File: src/verilog/sysctl_slice_pkg.sv
// Shared constants, codes and decode functions for the system-control slice
package sysctl_slice_pkg;

   // ************************************************************
   // Timing
   // ************************************************************
   localparam int unsigned CLK_PERIOD_NS = 100;
   // Width of the device reset pulse issued for a software request
   localparam int unsigned SW_RESET_HOLD_NS = 1000;
   localparam int unsigned SW_RESET_HOLD_CYCLES =
      (SW_RESET_HOLD_NS + CLK_PERIOD_NS - 1) / CLK_PERIOD_NS;
   localparam int unsigned RESET_CNT_WIDTH = 4;

   // ************************************************************
   // Reset-cause flag layout
   // ************************************************************
   localparam int unsigned CAUSE_WIDTH = 6;
   localparam int unsigned CAUSE_EXTERNAL_PIN_BIT = 0;
   localparam int unsigned CAUSE_POWER_ON_BIT = 1;
   localparam int unsigned CAUSE_BROWNOUT_BIT = 2;
   localparam int unsigned CAUSE_WATCHDOG_EXPIRY_BIT = 3;
   localparam int unsigned CAUSE_SOFTWARE_REQUEST_BIT = 4;
   localparam int unsigned CAUSE_REGULATOR_FAULT_BIT = 5;
   // Power-on is the only reset seen by resetn itself
   localparam logic [5:0] CAUSE_RESET_VALUE = 6'h02;

   // ************************************************************
   // Configuration defaults
   // ************************************************************
   localparam logic GATING_EN_RESET = 1'b0;
   localparam logic WAVE_DIV_WIDTH_DUMMY = 1'b0;
   localparam int unsigned WAVE_DIV_WIDTH = 3;
   localparam int unsigned WAVE_CNT_WIDTH = 6;

   // Waveform clock ratio codes
   localparam logic [2:0] WAVE_CLK_DIV_1 = 3'h0;
   localparam logic [2:0] WAVE_CLK_DIV_2 = 3'h1;
   localparam logic [2:0] WAVE_CLK_DIV_4 = 3'h2;
   localparam logic [2:0] WAVE_CLK_DIV_8 = 3'h3;
   localparam logic [2:0] WAVE_CLK_DIV_16 = 3'h4;
   localparam logic [2:0] WAVE_CLK_DIV_32 = 3'h5;
   localparam logic [2:0] WAVE_CLK_DIV_64 = 3'h6;
   localparam logic [2:0] WAVE_DIV_RESET = WAVE_CLK_DIV_1;

   // ************************************************************
   // Optional pin presence layout
   // ************************************************************
   localparam int unsigned PIN_COUNT = 33;
   localparam int unsigned WAVE_OUT_PIN_LSB = 0;
   localparam int unsigned MOTOR_FAULT_PIN_BIT = 6;
   localparam int unsigned COMPARATOR_PIN_LSB = 7;
   localparam int unsigned CONVERTER_PIN_LSB = 16;
   localparam int unsigned CAPTURE_PIN_LSB = 24;
   localparam int unsigned SLOW_CLOCK_PIN_BIT = 32;

   typedef enum logic {ST_RUN, ST_SLEEP} power_state_type;

   function automatic logic wave_div_valid(input logic [2:0] code);
      return code <= WAVE_CLK_DIV_64;
   endfunction

   // Low counter bits that must all be one for a divided tick
   function automatic logic [5:0] wave_div_mask(input logic [2:0] code);
      logic [6:0] full;
      full = (7'h01 << code) - 7'h01;
      return full[5:0];
   endfunction

endpackage

File: src/verilog/periph_clk_gate.sv
// Per-peripheral clock-enable cells for run and sleep gating
`timescale 1ns/1ps
`default_nettype none
module periph_clk_gate
   import sysctl_slice_pkg::*;
#(
   parameter int unsigned PERIPH_COUNT = 32
) (
   input wire logic clk_sys,
   input wire logic resetn,
   input wire logic sleeping,
   input wire logic gating_en,
   input wire logic [PERIPH_COUNT-1:0] run_en,
   input wire logic [PERIPH_COUNT-1:0] sleep_en,
   output logic [PERIPH_COUNT-1:0] clk_en
);

   // Enables change at the rising clock edge, while the clock is high, so a clock gated
   // by them can see a shortened high phase; the cell is a registered enable, not a glitch-free gate
   genvar i;
   generate
      for (i = 0; i < PERIPH_COUNT; i++) begin : g_cell
         always_ff @(posedge clk_sys or negedge resetn) begin
            if (!resetn) begin
               clk_en[i] <= 1'b0;
            end else begin
               clk_en[i] <= run_en[i] & (~sleeping | ~gating_en | sleep_en[i]);
            end
         end
      end
   endgenerate

endmodule
`default_nettype wire

File: src/verilog/wave_clk_divider.sv
// Power-of-two clock-enable divider for the waveform module
`timescale 1ns/1ps
`default_nettype none
module wave_clk_divider
   import sysctl_slice_pkg::*;
(
   input wire logic clk_sys,
   input wire logic resetn,
   input wire logic [2:0] div_sel,
   output logic tick
);

   logic [WAVE_CNT_WIDTH-1:0] count_reg;

   // Counter never stops or reloads, so a ratio change takes effect at once and can cut the current period
   always_ff @(posedge clk_sys or negedge resetn) begin
      if (!resetn) begin
         count_reg <= '0;
      end else begin
         count_reg <= count_reg + 6'h01;
      end
   end

   always_ff @(posedge clk_sys or negedge resetn) begin
      if (!resetn) begin
         tick <= 1'b0;
      end else begin
         tick <= (count_reg & wave_div_mask(div_sel)) == wave_div_mask(div_sel);
      end
   end

endmodule
`default_nettype wire

File: src/verilog/sysctl_slice.sv
// Sleep gating, waveform clock, software reset and reset-cause flags
`timescale 1ns/1ps
`default_nettype none

// Operation
// - Sleep stops peripherals without sleep enable
// - Stopped peripherals resume after sleep, state kept
// - Sleep-enabled peripherals keep clock in sleep
// - Running peripheral wake event ends sleep
// - Sleep enables act only with master gating
// - Waveform clock is system clock over 1..64
// - Divide setting reads back as ratio code
// - Waveform clock follows system clock rate
// - Software reset resets whole device to defaults
// - Software reset keeps cause flags, adds own
// - Each reset cause has its own flag
// - Cause flags clear selectively by mask
// - Flags stick until cleared, then set again
// - Optional pin presence readable, read-only
// - External-pin reset clears flags, others persist
module sysctl_slice
   import sysctl_slice_pkg::*;
#(
   parameter int unsigned PERIPH_COUNT = 32,
   // Presence pattern of this part; all present is an arbitrary default
   parameter logic [PIN_COUNT-1:0] PIN_PRESENT_MAP = {PIN_COUNT{1'b1}}
) (
   input wire logic clk_sys,
   input wire logic resetn,
   input wire logic sleep_req,
   input wire logic [PERIPH_COUNT-1:0] periph_wake,
   input wire logic [PERIPH_COUNT-1:0] run_en,
   input wire logic sleep_en_wr,
   input wire logic [PERIPH_COUNT-1:0] sleep_en_wdata,
   input wire logic gating_en_wr,
   input wire logic gating_en_wdata,
   input wire logic wave_div_wr,
   input wire logic [2:0] wave_div_wdata,
   input wire logic sw_reset_req,
   input wire logic cause_clr,
   input wire logic [CAUSE_WIDTH-1:0] cause_clr_mask,
   input wire logic ext_pin_reset,
   input wire logic brownout_reset,
   input wire logic watchdog_reset,
   input wire logic regulator_reset,
   output logic cpu_sleeping,
   output logic cpu_wake,
   output logic [PERIPH_COUNT-1:0] periph_clk_en,
   output logic [PERIPH_COUNT-1:0] sleep_en_rd,
   output logic gating_en_rd,
   output logic [2:0] wave_div_rd,
   output logic wave_clk_en,
   output logic device_reset_n,
   output logic [CAUSE_WIDTH-1:0] cause_rd,
   output logic [PIN_COUNT-1:0] pin_present
);

   // ************************************************************
   // Elaboration checks
   // ************************************************************
   if (PERIPH_COUNT < 1 || PERIPH_COUNT > 64) begin : g_bad_count
      $error("PERIPH_COUNT must lie between 1 and 64");
   end
   if (SW_RESET_HOLD_CYCLES >= (1 << RESET_CNT_WIDTH)) begin : g_bad_hold
      $error("Reset hold count does not fit its counter");
   end

   localparam logic [RESET_CNT_WIDTH-1:0] HOLD_LOAD = RESET_CNT_WIDTH'(SW_RESET_HOLD_CYCLES);

   // ************************************************************
   // Device reset sequencing
   // ************************************************************
   logic dev_reset_event;
   logic [RESET_CNT_WIDTH-1:0] hold_cnt_reg;
   power_state_type state_reg;
   logic [PERIPH_COUNT-1:0] sleep_en_reg;
   logic gating_en_reg;
   logic [2:0] wave_div_reg;
   logic [CAUSE_WIDTH-1:0] cause_reg;
   logic [CAUSE_WIDTH-1:0] cause_set;
   logic wake_hit;

   // Any reset source restarts the device; this block's own settings follow
   assign dev_reset_event = sw_reset_req | ext_pin_reset | brownout_reset |
                            watchdog_reset | regulator_reset;

   always_ff @(posedge clk_sys or negedge resetn) begin
      if (!resetn) begin
         hold_cnt_reg <= HOLD_LOAD;
      end else if (dev_reset_event) begin
         hold_cnt_reg <= HOLD_LOAD;
      end else if (hold_cnt_reg != '0) begin
         hold_cnt_reg <= hold_cnt_reg - 4'h1;
      end
   end

   always_ff @(posedge clk_sys or negedge resetn) begin
      if (!resetn) begin
         device_reset_n <= 1'b0;
      end else begin
         device_reset_n <= ~dev_reset_event & (hold_cnt_reg <= 4'h1);
      end
   end

   // ************************************************************
   // Sleep state
   // ************************************************************
   // wake only from clocked peripherals
   assign wake_hit = |(periph_wake & periph_clk_en);

   always_ff @(posedge clk_sys or negedge resetn) begin
      if (!resetn) begin
         state_reg <= ST_RUN;
      end else if (dev_reset_event) begin
         state_reg <= ST_RUN;
      end else begin
         case (state_reg)
            ST_RUN: begin
               if (sleep_req) begin
                  state_reg <= ST_SLEEP;
               end
            end
            ST_SLEEP: begin
               if (wake_hit) begin
                  state_reg <= ST_RUN;
               end
            end
            default: begin
               state_reg <= ST_RUN;
            end
         endcase
      end
   end

   always_ff @(posedge clk_sys or negedge resetn) begin
      if (!resetn) begin
         cpu_sleeping <= 1'b0;
         cpu_wake <= 1'b0;
      end else begin
         cpu_sleeping <= (state_reg == ST_SLEEP) & ~wake_hit & ~dev_reset_event;
         cpu_wake <= (state_reg == ST_SLEEP) & wake_hit & ~dev_reset_event;
      end
   end

   // ************************************************************
   // Configuration settings, restored on every device reset
   // ************************************************************
   // enables stored regardless of gating
   always_ff @(posedge clk_sys or negedge resetn) begin
      if (!resetn) begin
         sleep_en_reg <= '0;
      end else if (dev_reset_event) begin
         sleep_en_reg <= '0;
      end else if (sleep_en_wr) begin
         sleep_en_reg <= sleep_en_wdata;
      end
   end

   always_ff @(posedge clk_sys or negedge resetn) begin
      if (!resetn) begin
         gating_en_reg <= GATING_EN_RESET;
      end else if (dev_reset_event) begin
         gating_en_reg <= GATING_EN_RESET;
      end else if (gating_en_wr) begin
         gating_en_reg <= gating_en_wdata;
      end
   end

   always_ff @(posedge clk_sys or negedge resetn) begin
      if (!resetn) begin
         wave_div_reg <= WAVE_DIV_RESET;
      end else if (dev_reset_event) begin
         wave_div_reg <= WAVE_DIV_RESET;
      end else if (wave_div_wr && wave_div_valid(wave_div_wdata)) begin
         wave_div_reg <= wave_div_wdata;
      end
   end

   always_ff @(posedge clk_sys or negedge resetn) begin
      if (!resetn) begin
         sleep_en_rd <= '0;
         gating_en_rd <= GATING_EN_RESET;
         wave_div_rd <= WAVE_DIV_RESET;
      end else begin
         sleep_en_rd <= sleep_en_reg;
         gating_en_rd <= gating_en_reg;
         wave_div_rd <= wave_div_reg;
      end
   end

   // ************************************************************
   // Clock gating and waveform clock
   // ************************************************************
   // gate cells per peripheral
   periph_clk_gate #(
      .PERIPH_COUNT(PERIPH_COUNT)
   ) u_gate (
      .clk_sys(clk_sys),
      .resetn(resetn),
      .sleeping(state_reg == ST_SLEEP),
      .gating_en(gating_en_reg),
      .run_en(run_en),
      .sleep_en(sleep_en_reg),
      .clk_en(periph_clk_en)
   );

   // divider runs from the system clock
   wave_clk_divider u_wave_div (
      .clk_sys(clk_sys),
      .resetn(resetn),
      .div_sel(wave_div_reg),
      .tick(wave_clk_en)
   );

   // ************************************************************
   // Reset-cause flags
   // ************************************************************
   always_comb begin
      cause_set = '0;
      cause_set[CAUSE_SOFTWARE_REQUEST_BIT] = sw_reset_req;
      cause_set[CAUSE_BROWNOUT_BIT] = brownout_reset;
      cause_set[CAUSE_WATCHDOG_EXPIRY_BIT] = watchdog_reset;
      cause_set[CAUSE_REGULATOR_FAULT_BIT] = regulator_reset;
      cause_set[CAUSE_EXTERNAL_PIN_BIT] = ext_pin_reset;
   end

   // external pin wipes the older flags
   // masked clear; a new cause wins over it
   always_ff @(posedge clk_sys or negedge resetn) begin
      if (!resetn) begin
         cause_reg <= CAUSE_RESET_VALUE;
      end else if (ext_pin_reset) begin
         cause_reg <= cause_set;
      end else if (cause_clr) begin
         cause_reg <= (cause_reg & ~cause_clr_mask) | cause_set;
      end else begin
         cause_reg <= cause_reg | cause_set;
      end
   end

   always_ff @(posedge clk_sys or negedge resetn) begin
      if (!resetn) begin
         cause_rd <= CAUSE_RESET_VALUE;
      end else begin
         cause_rd <= cause_reg;
      end
   end

   always_ff @(posedge clk_sys or negedge resetn) begin
      if (!resetn) begin
         pin_present <= '0;
      end else begin
         pin_present <= PIN_PRESENT_MAP;
      end
   end
endmodule
`default_nettype wire

File: config.mk
export PLATFORM = sky130hd
export DESIGN_NAME = sysctl_slice
export DESIGN_NICKNAME = d
export VERILOG_FILES = /design/src/verilog/sysctl_slice_pkg.sv /design/src/verilog/periph_clk_gate.sv /design/src/verilog/wave_clk_divider.sv /design/src/verilog/sysctl_slice.sv
export SDC_FILE = /design/constraint.sdc
export NUM_CORES = 1
export LEC_CHECK = 0
export ABC_AREA = 0
export BUFFER_PORTS_ARGS = -buffer_cell sky130_fd_sc_hd__buf_4
export CELL_PAD_IN_SITES_DETAIL_PLACEMENT = 1
export CELL_PAD_IN_SITES_GLOBAL_PLACEMENT = 2
export CORE_UTILIZATION = 29
export CTS_CLUSTER_SIZE = 10
export DETAILED_ROUTE_END_ITERATION = 8
export PLACE_DENSITY_LB_ADDON = 0.1
export SYNTH_ARGS = -nofsm -noshare
export SYNTH_HDL_FRONTEND = slang
export SYNTH_SLANG_ARGS = --single-unit
File: constraint.sdc
create_clock -name clk_sys -period 2.1 [get_ports clk_sys]
set_input_delay 0.21 -clock clk_sys [delete_from_list [all_inputs] [get_ports clk_sys]]
set_output_delay 0.21 -clock clk_sys [all_outputs]
set_load 0.01 [all_outputs]
### Word-level counts from Yosys, hierarchy flattened

Cells that the tools add are included.

* add/sub/neg operators: 3
* $mul: 0
* divide/modulo/power cells: 0
* magnitude comparators: 2
* eq/ne operators: 1
* shift-type cells: 1
* mux-type cells: 14
* bitwise gates (word level): 84
* reductions and logical operators: 7

Operators by type and width (count)
* $mux W32: 2
* $and A1 B1 Y1: 37
* $or A1 B1 Y1: 37
* $and A32 B32 Y32: 1
* $reduce_or A32 Y1: 1
* $and A6 B6 Y6: 2
* $mux W6: 2
* $or A6 B6 Y6: 2
* $mux W4: 2
* $reduce_bool A2 Y1: 4
* $add A6 B1 Y6 const B: 1
* $eq A6 B6 Y1: 1
* $mux W3: 2
* $not A6 Y6: 1
* $shl A1 B3 Y6 const A: 1
* $sub A6 B1 Y6 const B: 1
* $mux W1: 5
* $le A4 B1 Y1 const B: 1
* $not A1 Y1: 4
* $reduce_bool A4 Y1: 1
* $sub A4 B1 Y4 const B: 1
* $le A3 B3 Y1 const B: 1
* $pmux W1 S2: 1
* $logic_and A1 B1 Y1: 1

* flip-flop bits (word level): 132
* latch bits: 0
* bits in writable memories: 0
* memory bits (read-only): 0
* input port bits: 118
* output and inout bits: 111
* word-level logic and storage cells: 160
* memories kept: 0

### Longest topological paths before layout

Gate-level depths: netlist (run 1).

* word-level depth: 6
* mapped depth: 7
* gate-level depth less buffers: 7

### Cells and area by module

From an unflattened synthesis (run 1), not the netlist that was laid out.

* cells, all modules: 366
* area, all modules: 4904.7 um^2

By module, submodules not included
* sysctl_slice: instances 1, cells each 273, area an instance 3528.4 um^2, seq. area each 2332.2 um^2
* periph_clk_gate: instances 1, cells each 68, area an instance 1081.0 um^2, seq. area each 800.8 um^2
* wave_clk_divider: instances 1, cells each 25, area an instance 295.3 um^2, seq. area each 175.2 um^2

### Least setup slack after synthesis (run 1)

No wires, ideal clock.

* path kind: register to register
* from: reg u_gate.clk_en[9]
* to: reg cpu_wake
* library setup time: 0.120 ns
* arrival: 1.477 ns
* data required time: 1.980 ns
* path slack: 0.503 ns
* cell stages (with the launch flop): 6
* buffers on the path: 0
* period minus slack after synthesis: 1.597 ns
* cells stage by stage: dfrtp_1 -> a22o_1 -> a221oi_2 -> nand3_1 -> or4_4 -> nor2b_1

* cells in the longest elaborated chain, start to end: 4

RTL lines
* from (decl): line periph_clk_gate.sv:15 `output logic [PERIPH_COUNT-1:0] clk_en`
* from (signal, indexed assignment): line periph_clk_gate.sv:27 `clk_en[i] <= run_en[i] & (~sleeping | ~gating_en | sleep_en[i]);`
* $and A32 B32 Y32: line sysctl_slice.sv:109 `assign wake_hit = |(periph_wake & periph_clk_en);`
* $reduce_or A32 Y1: line sysctl_slice.sv:109
* $and A1 B1 Y1 (2 in series): line sysctl_slice.sv:141 `cpu_wake <= (state_reg == ST_SLEEP) & wake_hit & ~dev_reset_event;`
* to (signal assigned): line sysctl_slice.sv:141
* to (decl): line sysctl_slice.sv:47 `output logic cpu_wake,`

Every way passes these cells.
A chain may end at the register's enable or synchronous reset.

### Final worst setup path (run 1)

* from: reg u_gate.clk_en[8]
* to: reg cpu_wake

Same word-level chain as after synthesis.

==> results.cfg, run 1 <==
[run_status]
status = completed

[synth]
ys_seq_area_share_pct = 67.7
synth_nets = 490
yosys.cell_types.count = 36
syn-instance-count = 368
yosys_warnings = 0
ys_top_cells_by_area = dfrtp_1 66%, mux2i_1 6.8%, buf_4 4.9%, o21a_1 4.9%, nor2_1 2.8%
syn-mean-instance-area_um2 = 13.3
ys_seq_elements = 132
synth_area_mm2 = 0.00489
synth_top_area_cell = dfrtp_1
yosysTopAreaCellShare_pct = 65.5

[critical_path]
crit_start = u_gate.clk_en[8]
ff2ff_path_depth = 5
crit_end = cpu_wake
crit_type = reg -> reg
worstPathMaxFanout = 3
crit_path_start_kind = register
r2r_end = cpu_wake
crit_chain = a22o_1, a221oi_1, nand3_1, or4_4, nor2b_1
endpoint_kind = register
r2r_setup_slack_ns = 0.33
critical_path_required_ns = 2.39
slowest_stage = or4_4
max_stage_delay_ns = 0.47
r2r_start = u_gate.clk_en[8]
critPathArrivalTime_ns = 2.06

[power_and_ir_drop]
peakVddDrop_v = 0.000492
p_total_mw = 6.10
p_leak_nw = 3.78
power.switching_mw = 1.27
power_frac_seq_pct = 43.2
power_density_mw_per_mm2 = 812
pwr-share-clk_pct = 47.2
p_sw_share_pct = 20.8
power_frac_comb_pct = 9.6
p_int_mw = 4.83

[detailed_routing]
drtIter0Drc = 117
drtAntennaViolNets = 0
wirelength_um = 14300
vias = 3655
vias_per_cell = 4.37
wl_per_cell_um = 17.2
route.detailed.drc = 0
first_pass_iters = 4

[final_layout]
syn2layout_area_growth_pct = 53.7
final_core_util_pct = 45.5
fin_area_mm2 = 0.00751
layout_common_cells = 232 x buf_4, 128 x dfrtp_1, 37 x nor2_1, 33 x mux2i_1, 32 x o21a_1
num_antenna_cells = 0
drive_gt1_share_pct = 44.5
final_nets = 727
final_common_cell = buf_4
finalNonFillerCells = 836

[sta]
rsz0062_at_grt = no
min_period_over_period_pct = 84.4
fin_crit_ns = 1.77
hold_ws_ns = 0.0181
max_freq_ghz = 0.564
layout_setup_ws_ns = 0.327
relSlewSlack_pct = 58.5
worstMarginPinSlew_ns = 0.622
clock_skew_ns = 0.00736
slew_viol_final = 0
final_hold_viol_count = 0
setup_violations = 0
fin_setup_tns_ns = 0

[global_routing]
grt_usage_pct = 17.5
grt_start_max_net_pins = 51
antenna_found_initial = 0
grt_pass1_wl_um = 22600
grt_pass1_vias = 4026
grt-ovfl-total = 0

[floorplanning]
die_h_um = 132
fp.coreArea_mm2 = 0.0165
die-area_mm2 = 0.0174
initial_core_util_pct = 29.6
dieWidth_um = 132
rows = 47
ios = 229

[place]
dp.cells = 780
placedInstanceArea_mm2 = 0.00667
io_buffers = 228
dp_slack_ns = 0.314
globalplace.congestion = 0.784
hpwl_um = 10400

[clock_network]
cts.htree.levels = 4
post_cts_buffers = 0
path_clk_slew_ns = 0.05
worstSkewPairLatency_ns = 0.41
cts.sinks = 132
ctsRootBufferMaster = clkbuf_16
clk_path_buf_depth = 2
cts_tree = yes
cts_buffers = 17

[flow_run]
drv_cap = 0

[hold_path]
hp-class = in -> reg
[synth_stat cells]
| cell | n |
|---|---|
| nand4_1 | 2 |
| nand2_1 | 16 |
| a31o_2 | 4 |
| ha_1 | 4 |
| o21a_1 | 32 |
| nand2b_1 | 3 |
| a22o_1 | 2 |
| o21ai_0 | 4 |
| nor2b_1 | 4 |
| a22oi_1 | 12 |
| conb_1 | 1 |
| xnor2_1 | 3 |
| a21oi_1 | 5 |
| a211o_1 | 1 |
| a221oi_2 | 1 |
| nor3_1 | 5 |
| mux2i_1 | 33 |
| dfstp_2 | 4 |
| nand3b_1 | 1 |
| inv_1 | 6 |
| nand3_1 | 5 |
| or3_1 | 1 |
| nor2_1 | 37 |
| o22ai_2 | 1 |
| buf_1 | 4 |
| buf_4 | 32 |
| nor4_1 | 1 |
| and2_1 | 1 |
| and3_1 | 2 |
| or2_2 | 1 |
| xor2_1 | 2 |
| a221oi_1 | 2 |
| clkbuf_1 | 4 |
| buf_2 | 3 |
| dfrtp_1 | 128 |
| or4_4 | 1 |
[layout make-up]
cell class | count | area (µm²)
clock buffers | 26 | 509
flip-flops and latches | 132 | 3310
repair buffers | 261 | 2050
multi-input cells | 187 | 1270
well taps | 220 | 275
inverters | 6 | 22.5
fillers | 1778 | 9010
clock inverters | 4 | 70.1
[kinds of logic (layout without fill, tap and decap cells)]
group / Yosys count / after routing / synth area share (%)
adder cells (fa/ha/maj): 4 / 4 / 1.02
XOR/XNOR: 5 / 5 / 0.896
AO/OA/AOI/OAI: 64 / 64 / 9.86
multiplexers: 33 / 33 / 6.76
buffers and inverters: 49 / 297 / 6.30
other: 1 / 1 / 0.0767
AND/OR/NAND/NOR: 80 / 80 / 7.40
flip-flops: 132 / 132 / 67.7
[worst min-delay path by stage]
stage / start / endpoint / cells past startpoint
6_report: run_en[14] / u_gate.clk_en[14] / 2
4_1_cts: run_en[14] / u_gate.clk_en[14] / 2
5_1_grt: run_en[15] / u_gate.clk_en[15] / 2
2_1_floorplan: resetn / cause_rd[0] / 0
3_3_place_gp: resetn / u_gate.clk_en[26] / 1
3_5_place_dp: resetn / u_gate.clk_en[26] / 1
[what timing repair did]
action / CTS / global route
resized for setup: 0 / 0
endpoints found under the hold margin: 71 / 0
hold buffers: 26 / 0
[power by group through the flow]
| stage | sequential (mW) | clock, mW | combinational, mW |
|---|---|---|---|
| detailed placement | 2.68 | 0 | 0.557 |
| finish | 2.64 | 2.88 | 0.585 |
| global route | 2.64 | 3.08 | 0.636 |
| global placement | 2.68 | 0 | 0.553 |
| floorplan | 2.70 | 0 | 0.179 |
| CTS | 2.64 | 2.97 | 0.598 |
[metal layers]
metal | wire length [µm] | up-vias | GRT usage [%]
met5 | 0 | - | 0
met4 | 240 | 0 | 7.24
met3 | 866 | 16 | 5.38
met2 | 7200 | 141 | 29.4
met1 | 6040 | 1795 | 20.8
li1 | - | 1703 | -
[worst max-delay path: cells and delay by family (launching register included)]
family             cells  cell delay (ns)
and+or+nand+nor        3             0.81
AOI/OAI and AO/OA      2             0.47
DFF                    1             0.38
No activity file was read; power rests on OpenSTA's default activity.
==> inputs of run 2 (changes only) <==
--- a/config.mk
+++ b/config.mk
@@ -5,11 +5,11 @@
 export SDC_FILE = /design/constraint.sdc
 export NUM_CORES = 1
 export LEC_CHECK = 0
-export ABC_AREA = 0
+export ABC_AREA = 1
 export BUFFER_PORTS_ARGS = -buffer_cell sky130_fd_sc_hd__buf_4
 export CELL_PAD_IN_SITES_DETAIL_PLACEMENT = 1
 export CELL_PAD_IN_SITES_GLOBAL_PLACEMENT = 2
-export CORE_UTILIZATION = 29
+export CORE_UTILIZATION = 27
 export CTS_CLUSTER_SIZE = 10
 export DETAILED_ROUTE_END_ITERATION = 8
 export PLACE_DENSITY_LB_ADDON = 0.1
==> constraint.sdc (replaced) <==
create_clock -name clk_sys -period 1.7 [get_ports clk_sys]
set_input_delay 0.17 -clock clk_sys [delete_from_list [all_inputs] [get_ports clk_sys]]
set_output_delay 0.17 -clock clk_sys [all_outputs]
set_load 0.01 [all_outputs]
==> run 2 against run 1 <==
Compared with the run above: sequential cell count unchanged; utilization down 0.34 points; final cell count up 18%; synthesized cell count up 24%; first-iteration DRC count down 7.7%; via count up 14%; critical path type is now in -> reg; critical endpoint is now hold_cnt_reg[2]; largest cell class unchanged.
==> results.cfg, run 2 <==
[sta]
rsz0062_at_grt = no
fin_setup_tns_ns = 0
fin_crit_ns = 1.44
setup_violations = 0
max_freq_ghz = 0.692
clock_skew_ns = 0.00912
slew_viol_final = 0
min_period_over_period_pct = 85.0
final_hold_viol_count = 0

[final_layout]
layout_common_cells = 236 x buf_4, 137 x nand2_1, 128 x dfrtp_1, 73 x dlygate4sd3_1, 37 x a21oi_1
num_antenna_cells = 0
drive_gt1_share_pct = 37.4
syn2layout_area_growth_pct = 63.3
final_core_util_pct = 45.1
fin_area_mm2 = 0.00811
final_nets = 863
final_common_cell = buf_4
nFillCells = 2008

[synth]
ys_seq_area_share_pct = 66.6
synth_flop_cell = dfrtp_1
synth_edf_count = 0
ys_top_cells_by_area = dfrtp_1 65%, nand2_1 10%, buf_4 5.1%, o21a_1 4.8%, a21oi_1 3.7%
synth_top_area_cell = dfrtp_1
synth_nets = 577
synth_area_mm2 = 0.00496
synth.top_cells.by_count = 137 x nand2_1, 128 x dfrtp_1, 37 x a21oi_1
syn-mean-instance-area_um2 = 10.9
yosysTopAreaCellShare_pct = 64.5
yosys_warnings = 0
async_reset_ff_share_pct = 100
yosysMostFrequentCell = nand2_1
syn-instance-count = 455
ys_seq_elements = 132
yosys.cell_types.count = 30

[critical_path]
r2r_end = cause_reg[1]
r2r_setup_slack_ns = 0.38
worstPathMaxFanout = 15
cpMostUsedCell = buf_4
max_stage_delay_ns = 0.53
critPathArrivalTime_ns = 1.77
critical_path_required_ns = 2.02
crit_chain = dlygate4sd3_1, buf_4, inv_2, nand2_2, nor2_2, nand3_4, buf_4, nor3_1
endpoint_kind = register
r2r_start = cause_reg[1]
crit_path_start_kind = primary input
crit_type = in -> reg
slowest_stage = dlygate4sd3_1
ff2ff_path_depth = 3

[detailed_routing]
vias = 4176
met1Wirelength_um = 6170
wl_per_cell_um = 15.1
route.detailed.drc = 0
drtIter0Drc = 108
vias_per_cell = 4.25
wl_met2_um = 7510
routed.top_layer = met4
dr_wl_met3_um = 918
wirelength_um = 14800
drtAntennaViolNets = 0
first_pass_iters = 4

[clock_network]
cts_tree = yes
clk_path_buf_depth = 2
path_clk_slew_ns = 0.06
worstSkewPairLatency_ns = 0.42
ctsRootBufferMaster = clkbuf_16
cts_buffers = 17
cts_resized = 0
cts.htree.levels = 4
cts.sinks = 132

[floorplanning]
ios = 229
die-area_mm2 = 0.0189
rows = 49
dieWidth_um = 138
fp.coreArea_mm2 = 0.0180
die_h_um = 138
initial_core_util_pct = 27.6

[power_and_ir_drop]
p_leak_nw = 4.05
power_density_mw_per_mm2 = 965
peakVddDrop_v = 0.000677

[place]
globalplace.congestion = 0.718
io_buffers = 228
hpwl_um = 10700
placedInstanceArea_mm2 = 0.00676

[run_status]
status = completed

[global_routing]
grt_pass1_vias = 4273
antenna_found_initial = 0
grt_start_max_net_pins = 46
grt_pass1_wl_um = 22700
grt_usage_pct = 16.3
grt-ovfl-total = 0

[hold_path]
hp-class = in -> reg
min_path_cells = 4
holdPathEnd = cause_reg[2]
holdCritStartpoint = cause_clr_mask[2]

[flow_run]
drv_cap = 0
-- run 2: cell types whose count changed after synthesis, moves of 3 or more --
cell / before / now
nand2_1: 16 / 137
a21oi_1: 5 / 37
mux2i_1: 33 / 1
nor2_1: 37 / 18
a22oi_1: 12 / 0
inv_1: 6 / 14
nand3_1: 5 / 11
nor2b_1: 4 / 0
nor3_1: 5 / 1
a31o_2: 4 / 1
nand2b_1: 3 / 0
-- run 2: worst max path at each step --
stage                            startpoint              end  slack [ns]
after detailed placement      ext_pin_reset  hold_cnt_reg[2]        0.34
after global placement    u_gate.clk_en[30]        state_reg        0.40
final                         ext_pin_reset  hold_cnt_reg[2]        0.26
after CTS                     ext_pin_reset  hold_cnt_reg[2]        0.25
after global routing          ext_pin_reset  wave_div_reg[0]        0.09
after floorplan              pin_present[0]  pin_present[10]        0.46
-- run 2: what timing repair did --
item	in CTS	in global routing
setup buffers	0	0
hold buffers	73	0
hold endpoints to repair	181	0
-- run 2: worst max-delay path, delay by kind of cell --
kind,cells,cell delay (ns)
and+or+nand+nor,4,0.55
buffers and inverters,4,1.04
-- run 2: layer usage --
metal | GRT usage [%] | vias up
met5 | 0 | -
li1 | - | 2006
met2 | 28.0 | 133
met3 | 4.19 | 20
met1 | 19.1 | 2017
met4 | 7.02 | 0
-- run 2: layout make-up --
cell class	instances	area (µm²)	share of cell area [%]
Timing Repair Buffer	312	2550	31.5
Multi-Input combinational cell	262	1280	15.9
Tap cell	229	287	3.54
Clock inverter	12	155	1.91
Sequential cell	132	3310	40.8
Clock buffer	20	457	5.63
Inverter	16	60.1	0.741
-- run 2: where the power goes --
part           internal, mW  total [mW]  switching, mW
Combinational         0.470       0.806          0.336
Clock                  2.38        3.77           1.38
Sequential             3.21        3.25         0.0374
Total                  6.07        7.82           1.76
-- run 2: per-stage QoR --
stage	instances	hold slack, ns	power, mW	worst slack, ns
2_1_floorplan	455	-0.126	3.55	0.460
3_3_place_gp	878	0.0489	3.98	0.398
3_5_place_dp	878	0.0515	3.99	0.344
4_1_cts	983	0.00102	7.94	0.255
5_1_grt	983	0.0185	8.14	0.0900
6_report	983	0.0185	7.82	0.255
-- run 2: cell families (layout without fill, tap and decap cells) --
kind of cell,after synthesis,count (layout),synth area share [%]
buffers and inverters,61,360,7.46
and+or+nand+nor,170,170,13.5
muxes,1,1,0.202
other,1,1,0.0756
xor gates and xnor gates,5,5,0.882
DFF,132,132,66.6
adders and majority gates,4,4,1.01
AOI/OAI and AO/OA,81,81,10.2
